**src/core_timer_pkg.sv**
```systemverilog
// constants and carriers shared by the core tick timer
package core_timer_pkg;
    localparam int TIMER_WIDTH = 32;
    localparam logic [31:0] COUNT_RESET = 32'h0000_0000;
    localparam logic [31:0] MATCH_RESET = 32'hFFFF_FFFF;
    localparam logic PHASE_RESET = 1'b0;
    localparam logic [31:0] COUNT_STEP = 32'h0000_0001;

    typedef struct packed {
        logic write_count;
        logic write_match;
        logic [31:0] data;
    } sw_write_t;

    typedef struct packed {
        logic [31:0] count;
        logic [31:0] match;
    } timer_view_t;
endpackage

```
**src/core_timer.sv**
```systemverilog
// core tick timer with match request toward the interrupt controller
`timescale 1ns/1ps
// How it works
// - two software registers: running tick count and match value, both readable and writable
// - count steps once every two system clock cycles via an internal enable
// - optional freeze of counting while the core is in debug mode
// - count equal to match raises the timer request
module core_timer (
    input wire logic CORE_CLK,
    input wire logic RST,
    input wire core_timer_pkg::sw_write_t SW_WRITE,
    input wire logic DEBUG_MODE,
    input wire logic FREEZE_IN_DEBUG,
    output core_timer_pkg::timer_view_t TIMER_VIEW,
    output logic TIMER_REQ
);
    import core_timer_pkg::*;

    logic [TIMER_WIDTH-1:0] count_reg;
    logic [TIMER_WIDTH-1:0] match_reg;
    logic phase_reg;
    logic req_reg;
    logic frozen;
    logic tick;
    logic hit;

    function automatic logic [TIMER_WIDTH-1:0] next_count(input logic [TIMER_WIDTH-1:0] value);
        return value + COUNT_STEP;
    endfunction

    // freeze only while both the option and debug are present
    assign frozen = FREEZE_IN_DEBUG && DEBUG_MODE;
    // divide-by-two enable keeps a single clock domain
    assign tick = phase_reg && !frozen;
    assign hit = (count_reg == match_reg);

    always_ff @(posedge CORE_CLK) begin
        if (RST) begin
            phase_reg <= PHASE_RESET;
        end else if (!frozen) begin
            phase_reg <= !phase_reg;
        end
    end

    always_ff @(posedge CORE_CLK) begin
        if (RST) begin
            count_reg <= COUNT_RESET;
        end else if (SW_WRITE.write_count) begin
            count_reg <= SW_WRITE.data;
        end else if (tick) begin
            count_reg <= next_count(count_reg);
        end
    end

    always_ff @(posedge CORE_CLK) begin
        if (RST) begin
            match_reg <= MATCH_RESET;
        end else if (SW_WRITE.write_match) begin
            match_reg <= SW_WRITE.data;
        end
    end

    // a fresh hit wins over the clearing match write
    always_ff @(posedge CORE_CLK) begin
        if (RST) begin
            req_reg <= 1'b0;
        end else if (hit) begin
            req_reg <= 1'b1;
        end else if (SW_WRITE.write_match) begin
            req_reg <= 1'b0;
        end
    end

    // the controller alone decides whether the request is taken
    assign TIMER_REQ = req_reg;
    assign TIMER_VIEW.count = count_reg;
    assign TIMER_VIEW.match = match_reg;
endmodule

```
**config.mk**
```make
export PLATFORM = sky130hd
export DESIGN_NAME = core_timer
export DESIGN_NICKNAME = d
export VERILOG_FILES = /design/src/core_timer_pkg.sv /design/src/core_timer.sv
export SDC_FILE = /design/constraint.sdc
export NUM_CORES = 1
export LEC_CHECK = 0
export BUFFER_PORTS_ARGS = -buffer_cell sky130_fd_sc_hd__buf_2
export CORE_MARGIN = 4
export CORE_UTILIZATION = 35
export CTS_CLUSTER_DIAMETER = 80
export DETAILED_ROUTE_END_ITERATION = 10
export SYNTH_ARGS = -nofsm -noshare
export SYNTH_HDL_FRONTEND = slang
export SYNTH_SLANG_ARGS = --single-unit
```
**constraint.sdc**
```tcl
create_clock -name CORE_CLK -period 6.3 [get_ports CORE_CLK]
set_clock_uncertainty 0.05 [all_clocks]
set_input_delay 0.63 -clock CORE_CLK [delete_from_list [all_inputs] [get_ports CORE_CLK]]
set_output_delay 0.63 -clock CORE_CLK [all_outputs]
set_load 0.01 [all_outputs]
```
==> summary.md, run 1 <==
| Metric | Value |
|---|---|
| CTS resizes | 0 |
| DR vias/cell | 5.04 |
| Initial antenna violation count | 0 |
| CP arrival | approximately 2.7 ns |
| Total power | 1.00 mW |
| Layout cells sized above 1 | 26.5% |
| Synth area leader | dfxtp_1 |
| Final setup violation count | 0 |
| Warnings, synthesis | 0 |
| Root buf cell | clkbuf_8 |
| First-pass GRT wire length | 16.0 mm |
| CP Cell Sequence | ha_1 -> nand3_1 -> nor4_2 -> nand4_1 -> xor2_1 -> a211oi_1 |
| Post-CTS Repair Setup Buffers | 0 |
| Seq pwr share | about half |
| Io pins | 103 |
| WP buf/inv | 0 |
| Core Area | about 9400 µm² |
| Dpl hpwl | 7.36 mm |
| Vias | 3068 |
| Die W | 107 µm |
| Setup crit start kind | flip-flop |
| Max clock buf depth | 2 |
| EDFF count, synth | 0 |
| Remaining Overflow, GRT | 0 |
| DRT iter0 DRCs | around 180 |
| Yosys top cell area share | 38.4% |
| Worst Setup SP | count_reg[1] |
| Max-Cap Viols | 0 |
| Most frequent cells in the layout | buf_2 (102), dfxtp_1 (66), xnor2_1 (50) |
| Reg2Reg Launch Point | count_reg[1] |
| Slew @ Worst Pin | roughly 1.1 ns |
| Worst EP required | 6.51 ns |
| Most common cell after layout, fill and taps aside | buf_2 |
| Async S/R FF share, synth | 0% |
| Post-Syn Nets | 425 |
| Register area share after synthesis | 38.4% |
| Hold Crit Class | reg2reg |
| Final worst path period share | 38.6% |
| Most used flip-flop cell after synthesis | dfxtp_1 |
| Sw Ratio | 28.6% |
| Area contributors post-synth | dfxtp_1 (38%), xnor2_1 (13%), a211o_1 (8.2%) |
| CP peak stage delay | 0.76 ns |
| FF+latch count, synth | 66 |
| Row cnt | 35 |
| H-tree Lvls | 3 |
| Worst hold start | phase_reg |
| Nets | approximately 520 |
| Mapped Avg Cell Area | slightly below 9 µm² |
| Number of remaining DRC errors | 0 |
| Outcome | finished, final reports clean |
| Setup tns final | 0 ns |
| Max-slew violations | 0 |
| Fillcell total | 967 |
| Clock Latency Late Sink | 0.35 ns |
| Post-synthesis cell area | 3440 µm² |
| DRT antenna net count | 0 |
| Die Y | 107 µm |
| Drt pass-1 iters | 4 |
| CTS tree | built |
| Number of port buffers | 102 |
| DIE AREA | around 11000 µm² |
| Final Hold Viols | 0 |
| CTS Sinks | 66 |
| Hold bufs inserted after CTS | 0 |
| CP max FO | 9 |
| Vias in the first global route | 2995 |
| Kind of critical path | reg2reg |
| VDD IR-drop max | 99.3 µV |
| Area grow syn2layout | 22.0% |
| Starting Density | 36.5% |
| Minimum clock period | 2.43 ns |
| GP Congestion | 0.804 |
| Leak | 1.66 nW |
| Pint | slightly above 0.7 mW |
| Largest net degree at the start of global routing | 67 |
| Slowest CP cell | nor4_2 |
| CP endpoint kind | flip-flop |
| Highest clock rate | roughly 400 MHz |
| Rel. slew slack | a little over a quarter |
| # diodes | 0 |
| Tot GR Track Use | 17.7% |
| Clock network fraction of total power | about a third |
| Post-Route WL | 9.92 mm |
| P per Cell Area | 238 nW/µm² |
| RSZ-0062 raised after global routing | no |
| CP top delay family | simple AND/OR/NAND/NOR gates |
| Total CTS buffers | 9 |
| Synth unique cells | 39 |
| Synth Instances | 386 |
| WL/cell | 16.3 µm |
| Worst-path clk slew | approximately 0.070 ns |
| Comb power frac | 16.7% |
| Net load switching power | about 0.29 mW |
per-layer routing:
metal	track usage (%)	routed length, µm	up-vias
met2	27.1	4480	75
met3	4.03	547	11
met5	0	0	-
li1	-	-	1550
met4	6.12	142	0
met1	24.4	4750	1432
cell type report:
class / instances / area (µm²) / share of cell area (%)
clock inverter: 3 / 40.0 / 0.955
tap: 129 / 161 / 3.85
timing repair buffer: 104 / 526 / 12.5
clock buffer: 12 / 145 / 3.46
sequential: 66 / 1320 / 31.5
inverter: 3 / 11.3 / 0.268
multi-input combinational: 292 / 1990 / 47.4
power by group through the flow:
stage,clock network [mW],registers [mW],logic (mW)
2_1_floorplan,0,0.498,0.0926
3_3_place_gp,0,0.492,0.167
5_1_grt,0.384,0.489,0.184
3_5_place_dp,0,0.493,0.169
6_report,0.349,0.484,0.167
4_1_cts,0.359,0.484,0.170
cells by family after synthesis:
group	synth area share, %
compound gates	15.6
xor+xnor	15.5
fa+ha+maj	0.364
buf+inv	3.71
flops	38.4
mux	0.619
simple gates	25.7
final timing paths:
| kind | to | slack (ns) | depth (start not counted) |
|---|---|---|---|
| min reg2reg | phase_reg | 0.45 | 2 |
| max | count_reg[26] | 3.87 | 6 |
| min | phase_reg | 0.45 | 2 |
| max reg2reg | count_reg[26] | 3.87 | 6 |
worst register-to-register path: stages (launching register included):
cell and delay [ns]:
dfxtp_1 0.43, ha_1 0.22, nand3_1 0.21, nor4_2 0.76, nand4_1 0.25, xor2_1 0.21
a211oi_1 0.22
cells in the mapped netlist (6+ instances only):
library cell / n
nor2b_1: 34
clkbuf_1: 16
a211oi_1: 17
nand3_1: 9
nor4_1: 6
xor2_1: 11
and3_1: 6
xnor2_1: 50
nor2_1: 27
nand4_1: 20
nor3_1: 8
a21oi_1: 12
dfxtp_1: 66
a211o_1: 32
nand2_1: 30
through the flow:
stage / setup slack (ns) / cells / utilization (%) / area [µm²] / hold WS, ns
2_1_floorplan: 4.25 / 386 / - / 3440 / 0.422
3_3_place_gp: 3.69 / 594 / 42.6 / 4010 / 0.435
3_5_place_dp: 3.54 / 594 / 42.6 / 4010 / 0.444
4_1_cts: 3.89 / 609 / 44.5 / 4190 / 0.438
5_1_grt: 3.66 / 609 / 44.5 / 4190 / 0.442
6_report: 3.87 / 609 / 44.5 / 4190 / 0.452
Note: power is estimated with default switching activity, not from simulation.
==> run 2, diff against run 1 <==
==> constraint.sdc (replaced) <==
create_clock -name CORE_CLK -period 2 [get_ports CORE_CLK]
set_clock_uncertainty 0.05 [all_clocks]
set_input_delay 0.2 -clock CORE_CLK [delete_from_list [all_inputs] [get_ports CORE_CLK]]
set_output_delay 0.2 -clock CORE_CLK [all_outputs]
set_load 0.01 [all_outputs]
==> run 2 against run 1 <==
Effect of this change:
- sequential share of layout area decreased by 2.1 points
- critical endpoint is now count_reg[27]
- non-clock buffer count increased by 30
- via count increased by 5.1%
==> summary.md, run 2 (synthesized netlist as in run 1, its figures left out) <==
| Metric | Value |
|---|---|
| Number of remaining DRC errors | 0 (unchanged) |
| DRT iter0 DRCs | 165 (was 182) |
| Sw Ratio | 27.7% (was 28.6%) |
| Initial antenna violation count | 0 (unchanged) |
| DIE AREA | 11500 µm² (unchanged) |
| P per Cell Area | 757 nW/µm² (was 238 nW/µm²) |
| Outcome | finished, final reports clean (unchanged) |
| # diodes | 0 (unchanged) |
| Vias | 3224 (was 3068) |
| Remaining Overflow, GRT | 0 (unchanged) |
| CP Cell Sequence | nand4_4 -> or4_4 -> nor4_1 -> xnor2_1 -> a211oi_1 (was ha_1 -> nand3_1 -> nor4_2 -> nand4_1 -> xor2_1 -> a211oi_1) |
| Leak | 1.84 nW (was 1.66 nW) |
| Dpl hpwl | 7.77 mm (was 7.36 mm) |
| Setup crit start kind | flip-flop (unchanged) |
| Number of port buffers | 102 (unchanged) |
| RSZ-0062 raised after global routing | yes (was no) |
| GP Congestion | 0.873 (was 0.804) |
| Hold bufs inserted after CTS | 0 (unchanged) |
| Max clock buf depth | 2 (unchanged) |
| Drt pass-1 iters | 4 (unchanged) |
| First-pass GRT wire length | 16.7 mm (was 16.0 mm) |
| Final worst path period share | 98.8% (was 38.6%) |
| Kind of critical path | reg2reg (unchanged) |
| CP arrival | 2.19 ns (was 2.65 ns) |
| Most frequent cells in the layout | buf_2 (102), dfxtp_1 (62), xnor2_1 (50) (was buf_2 (102), dfxtp_1 (66), xnor2_1 (50)) |
| Core Area | 9420 µm² (unchanged) |
| Final worst setup slack | 0.0248 ns (was 3.87 ns) |
| Slew @ Worst Pin | 0.516 ns (was 1.10 ns) |
| Worst EP required | 2.21 ns (was 6.51 ns) |
| Vias in the first global route | 3188 (was 2995) |
| Rel. slew slack | 65.6% (was 26.8%) |
| CTS Sinks | 66 (unchanged) |
| Final Non-Filler Cells | 640 (was 609) |
| Hold Crit Class | in2reg (was reg2reg) |
| Starting Density | 36.5% (unchanged) |
| Fillcell total | 901 (was 967) |
| CP peak stage delay | 0.66 ns (was 0.76 ns) |
| Pint | 2.47 mW (was 0.714 mW) |
| Final Hold Viols | 0 (unchanged) |
| # placed instances | 624 (was 594) |
| VDD IR-drop max | 293 µV (was 99.3 µV) |
| Register area | 1330 µm² (was 1320 µm²) |
| Nets | 545 (was 515) |
| DRT antenna net count | 0 (unchanged) |
| Max-slew violations | 0 (unchanged) |
| Minimum clock period | 1.98 ns (was 2.43 ns) |
| Comb power frac | 18.3% (was 16.7%) |
| Io pins | 103 (unchanged) |
| Worst slack at placement | 0.0633 ns (was 3.54 ns) |
| H-tree Lvls | 3 (unchanged) |
| Net load switching power | 0.943 mW (was 0.286 mW) |
| Highest clock rate | 506 MHz (was 411 MHz) |
| Total CTS buffers | 9 (unchanged) |
| Slowest CP cell | or4_4 (was nor4_2) |
| Post-Route WL | 10.4 mm (was 9.92 mm) |
| Layout cells sized above 1 | 32.7% (was 26.5%) |
| Seq pwr share | 43.7% (was 48.4%) |
| WL/cell | 16.3 µm (about the same) |
| Area grow syn2layout | 31.0% (was 22.0%) |
| Worst-path clk slew | 0.07 ns (about the same) |
| Final setup violation count | 0 (unchanged) |
| Clock Latency Late Sink | 0.34 ns (was 0.35 ns) |
| Root buf cell | clkbuf_8 (unchanged) |
| Die Y | 107 µm (unchanged) |
| Row cnt | 35 (unchanged) |
| Clock network fraction of total power | 38.0% (was 34.9%) |
| Die W | 107 µm (unchanged) |
| CTS tree | built (unchanged) |
| CP max FO | 12 (was 9) |
| DR vias/cell | 5.04 (about the same) |
| CP endpoint kind | flip-flop (unchanged) |
| Max-Cap Viols | 0 (unchanged) |
| Largest net degree at the start of global routing | 66 (was 67) |
| Most common cell after layout, fill and taps aside | buf_2 (unchanged) |
| Footprint of the multi-input gates | 2010 µm² (was 1990 µm²) |
| Tot GR Track Use | 18.4% (was 17.7%) |
## run 2: final timing paths
kind,from,to,slack (ns),depth (start not counted)
worst min-delay path,SW_WRITE[28],count_reg[28],0.02,3
worst max-delay path,count_reg[7],count_reg[27],0.02,5
worst min register to register,phase_reg,phase_reg,0.46,2
worst max register to register,count_reg[7],count_reg[27],0.02,5
## run 2: stage by stage
step           instance area (µm²)  hold WS [ns]  power, mW  setup TNS, ns  utilization (%)
6_report                      4500        0.0240       3.41              0             47.8
5_1_grt                       4500        0.0109       3.57         -0.136             47.8
4_1_cts                       4480        0.0127       3.45              0             47.6
3_5_place_dp                  4250         0.377       2.14              0             45.2
3_3_place_gp                  4250         0.373       2.14              0             45.2
2_1_floorplan                 3440         0.259       1.86              0                -
## run 2: power groups by stage
stage	Combinational [mW]	Clock (mW)	Sequential, mW
floorplan	0.292	0	1.57
global placement	0.621	0	1.52
detailed placement	0.622	0	1.52
CTS	0.627	1.33	1.49
global route	0.679	1.38	1.50
finish	0.624	1.30	1.49
## run 2: area by class of cell
type / instances / area share (%)
Timing Repair Buffer: 134 / 16.9
Clock inverter: 4 / 1.64
Tap cell: 129 / 3.58
Clock buffer: 12 / 3.44
Multi-Input combinational cell: 292 / 44.7
Inverter: 3 / 0.250
Sequential cell: 66 / 29.4
## run 2: repair_timing
| action | in CTS | in global routing |
|---|---|---|
| endpoints found under the setup margin | 0 | 7 |
| buffers inserted | 0 | 0 |
| gates resized for setup | 0 | 4 |
## run 2: worst max-delay path: cells and delay by family, from the launching register on
kind / cells / cell delay (ns)
AOI/OAI and AO/OA: 1 / 0.21
xor gates and xnor gates: 1 / 0.10
DFF: 1 / 0.36
and+or+nand+nor: 3 / 1.17
## run 2: metal layers
metal,track usage [%],share of wire (%),vias to the layer above
met5,0,0,-
met4,6.30,1.4,0
met3,3.49,5.3,11
met2,30.0,47,85
met1,24.4,46,1515
li1,-,-,1613
==> run 3, diff against run 2 <==
--- a/config.mk
+++ b/config.mk
@@ -5,6 +5,7 @@
 export SDC_FILE = /design/constraint.sdc
 export NUM_CORES = 1
 export LEC_CHECK = 0
+export ABC_AREA = 1
 export BUFFER_PORTS_ARGS = -buffer_cell sky130_fd_sc_hd__buf_2
 export CORE_MARGIN = 4
 export CORE_UTILIZATION = 35
==> run 3 against run 2 <==
Effect of this change:
- die area is 12% higher
- clock power is 11% lower
- hold slack better by 0.0045 ns
- largest power group unchanged
- worst setup slack better by 0.31 ns
- first-iteration DRC count is 25% higher
- synthesized area is 13% higher
- global-route usage is 0.37 points higher
- largest cell class unchanged
- cell area is 6.8% higher
==> summary.md, run 3 <==
| Metric | Value |
|---|---|
| Register area share after synthesis | 34.0% (was 38.4%) |
| Vias in the first global route | 3873 (was 3188) |
| Tot GR Track Use | 18.8% (was 18.4%) |
| Clock network fraction of total power | 35.7% (was 38.0%) |
| Register-to-register setup slack | 0.34 ns (was 0.02 ns) |
| Worst-path clk slew | 0.07 ns (about the same) |
| Nets | 751 (was 545) |
| Minimum clock period | 1.66 ns (was 1.98 ns) |
| P per Cell Area | 673 nW/µm² (was 757 nW/µm²) |
| Async S/R FF share, synth | 0% (unchanged) |
| # diodes | 0 (unchanged) |
| DRT antenna net count | 0 (unchanged) |
| Die Y | 113 µm (was 107 µm) |
| Seq pwr share | 46.5% (was 43.7%) |
| Core Area | 10800 µm² (was 9420 µm²) |
| Comb power frac | 17.8% (was 18.3%) |
| Post-Route WL | 11.9 mm (was 10.4 mm) |
| Worst EP required | 2.23 ns (was 2.21 ns) |
| Drt pass-1 iters | 4 (unchanged) |
| Number of remaining DRC errors | 0 (unchanged) |
| Final core utilization | 44.4% (was 47.8%) |
| Outcome | finished, final reports clean (unchanged) |
| Max-Cap Viols | 0 (unchanged) |
| Post-CTS Repair Setup Buffers | 0 (unchanged) |
| Sw Ratio | 29.4% (was 27.7%) |
| Commonest cells post-synth | nand2_1 (192), inv_1 (80), dfxtp_1 (66) (was dfxtp_1 (66), xnor2_1 (50), nor2b_1 (34)) |
| Max clock buf depth | 2 (unchanged) |
| GP Congestion | 0.922 (was 0.873) |
| Most common cell after layout, fill and taps aside | nand2_1 (was buf_2) |
| Max-slew violations | 0 (unchanged) |
| Register area | 1320 µm² (was 1330 µm²) |
| Highest clock rate | 602 MHz (was 506 MHz) |
| Synth unique cells | 27 (was 39) |
| Die W | 113 µm (was 107 µm) |
| Setup tns final | 0 ns (unchanged) |
| Total CTS buffers | 9 (unchanged) |
| CP endpoint kind | flip-flop (unchanged) |
| First-pass GRT wire length | 19.5 mm (was 16.7 mm) |
| DR vias/cell | 4.74 (was 5.04) |
| Final setup violation count | 0 (unchanged) |
| Mapped Avg Cell Area | 6.44 µm² (was 8.91 µm²) |
| EDFF count, synth | 0 (unchanged) |
| Post-synthesis cell area | 3890 µm² (was 3440 µm²) |
| Number of port buffers | 102 (unchanged) |
| Post-Syn Nets | 642 (was 425) |
| Kind of critical path | reg2reg (unchanged) |
| FF+latch count, synth | 66 (unchanged) |
| Yosys top cell area share | 34.0% (was 38.4%) |
| Count leader, synth | nand2_1 (was dfxtp_1) |
| CTS resizes | 0 (unchanged) |
| Slew @ Worst Pin | 0.489 ns (was 0.516 ns) |
| H-tree Lvls | 3 (unchanged) |
| Starting Density | 35.8% (was 36.5%) |
| Remaining Overflow, GRT | 0 (unchanged) |
| Fillcell total | 1176 (was 901) |
| Setup crit start kind | flip-flop (unchanged) |
| Clock Latency Late Sink | 0.35 ns (was 0.34 ns) |
| DRT iter0 DRCs | 206 (was 165) |
| Layout cells sized above 1 | 22.7% (was 32.7%) |
| Hold bufs inserted after CTS | 0 (unchanged) |
| Synth Instances | 603 (was 386) |
| Footprint of the multi-input gates | 2170 µm² (was 2010 µm²) |
| Row cnt | 38 (was 35) |
| Final worst path period share | 83.0% (was 98.8%) |
| Area contributors post-synth | dfxtp_1 (34%), nand2_1 (19%), inv_1 (7.7%) (was dfxtp_1 (38%), xnor2_1 (13%), a211o_1 (8.2%)) |
| Most frequent cells in the layout | nand2_1 (192), buf_2 (102), inv_1 (80) (was buf_2 (102), dfxtp_1 (62), xnor2_1 (50)) |
| VDD IR-drop max | 263 µV (was 293 µV) |
| CTS Sinks | 66 (unchanged) |
| CP arrival | 1.89 ns (was 2.19 ns) |
| Pint | 2.29 mW (was 2.47 mW) |
| Root buf cell | clkbuf_8 (unchanged) |
| RSZ-0062 raised after global routing | no (was yes) |
| Hold Crit Class | in2reg (unchanged) |
| Rel. slew slack | 67.4% (was 65.6%) |
| Initial antenna violation count | 0 (unchanged) |
| Net load switching power | 0.951 mW (was 0.943 mW) |
| Leak | 2.27 nW (was 1.84 nW) |
| Synth area leader | dfxtp_1 (unchanged) |
| Warnings, synthesis | 0 (unchanged) |
| Final Hold Viols | 0 (unchanged) |
| CTS tree | built (unchanged) |
| Most used flip-flop cell after synthesis | dfxtp_1 (unchanged) |
| Largest net degree at the start of global routing | 40 (was 66) |
| Vias | 4065 (was 3224) |
| Dpl hpwl | 9.24 mm (was 7.77 mm) |
| CP max FO | 6 (was 12) |
| Area grow syn2layout | 23.8% (was 31.0%) |
| DIE AREA | 12900 µm² (was 11500 µm²) |
| Io pins | 103 (unchanged) |
| Final hold slack | 0.0285 ns (was 0.0240 ns) |
| WL/cell | 13.9 µm (was 16.3 µm) |
-- run 3: cell types whose count changed in the layout (fill, tap and decap cells not counted), moves of 17 or more --
| cell | change |
|---|---|
| nand3_1 | +34 |
| a211oi_1 | -17 |
| nor2b_1 | -34 |
| inv_1 | +77 |
| nand4_1 | -18 |
| a211o_1 | -32 |
| nor2_1 | +17 |
| o21ai_0 | +24 |
| a21oi_1 | +24 |
| xnor2_1 | -26 |
| nand2_1 | +162 |
-- run 3: power by group through the flow --
stage	logic (mW)	registers (mW)	clock network, mW
CTS	0.584	1.51	1.19
floorplan	0.304	1.56	0
global placement	0.575	1.53	0
detailed placement	0.582	1.54	0
finish	0.577	1.51	1.16
global route	0.651	1.52	1.23
-- run 3: layer usage --
metal,global-route usage (%),wire (µm),vias to the layer above
met4,5.45,102,0
met3,3.55,571,8
met2,30.0,5380,97
met5,0,0,-
li1,-,-,2113
met1,26.0,5860,1847
-- run 3: cell families (layout without fill, tap and decap cells) --
family	Yosys count	after routing	share of synthesized area (%)
simple gates	307	307	34.6
buf+inv	103	217	10.1
compound gates	93	93	13.5
flops	66	66	34.0
xor+xnor	33	33	7.44
fa+ha+maj	1	1	0.322
-- run 3: area by class of cell --
type / instances / area share (%)
inverters: 82 / 6.40
clock buffers: 14 / 3.38
flip-flops and latches: 66 / 27.5
clock inverters: 2 / 0.728
well taps: 140 / 3.64
multi-input cells: 434 / 45.1
repair buffers: 119 / 13.3
-- run 3: per-stage QoR --
step	instance area (µm²)	std cells	power (mW)	worst slack [ns]
CTS	4810	857	3.28	0.338
finish	4810	857	3.24	0.339
detailed placement	4610	841	2.12	0.366
global placement	4610	841	2.11	0.428
floorplan	3890	603	1.87	0.473
global route	4810	857	3.41	0.144
-- run 3: worst paths after layout --
path | from | to | cells after the start
setup / recovery | count_reg[1] | count_reg[14] | 8
hold / removal | SW_WRITE[3] | match_reg[3] | 3
setup reg to reg | count_reg[1] | count_reg[14] | 8
hold reg to reg | TIMER_REQ | TIMER_REQ | 2
-- run 3: worst max-delay path, cell delays in order, from the launching register on --
cell	delay (ns)
dfxtp_1	0.44
ha_1	0.22
nand2_2	0.08
nor2_4	0.16
nand2_2	0.11
nor2_4	0.19
xor2_1	0.16
nand2_1	0.08
a21oi_2	0.11
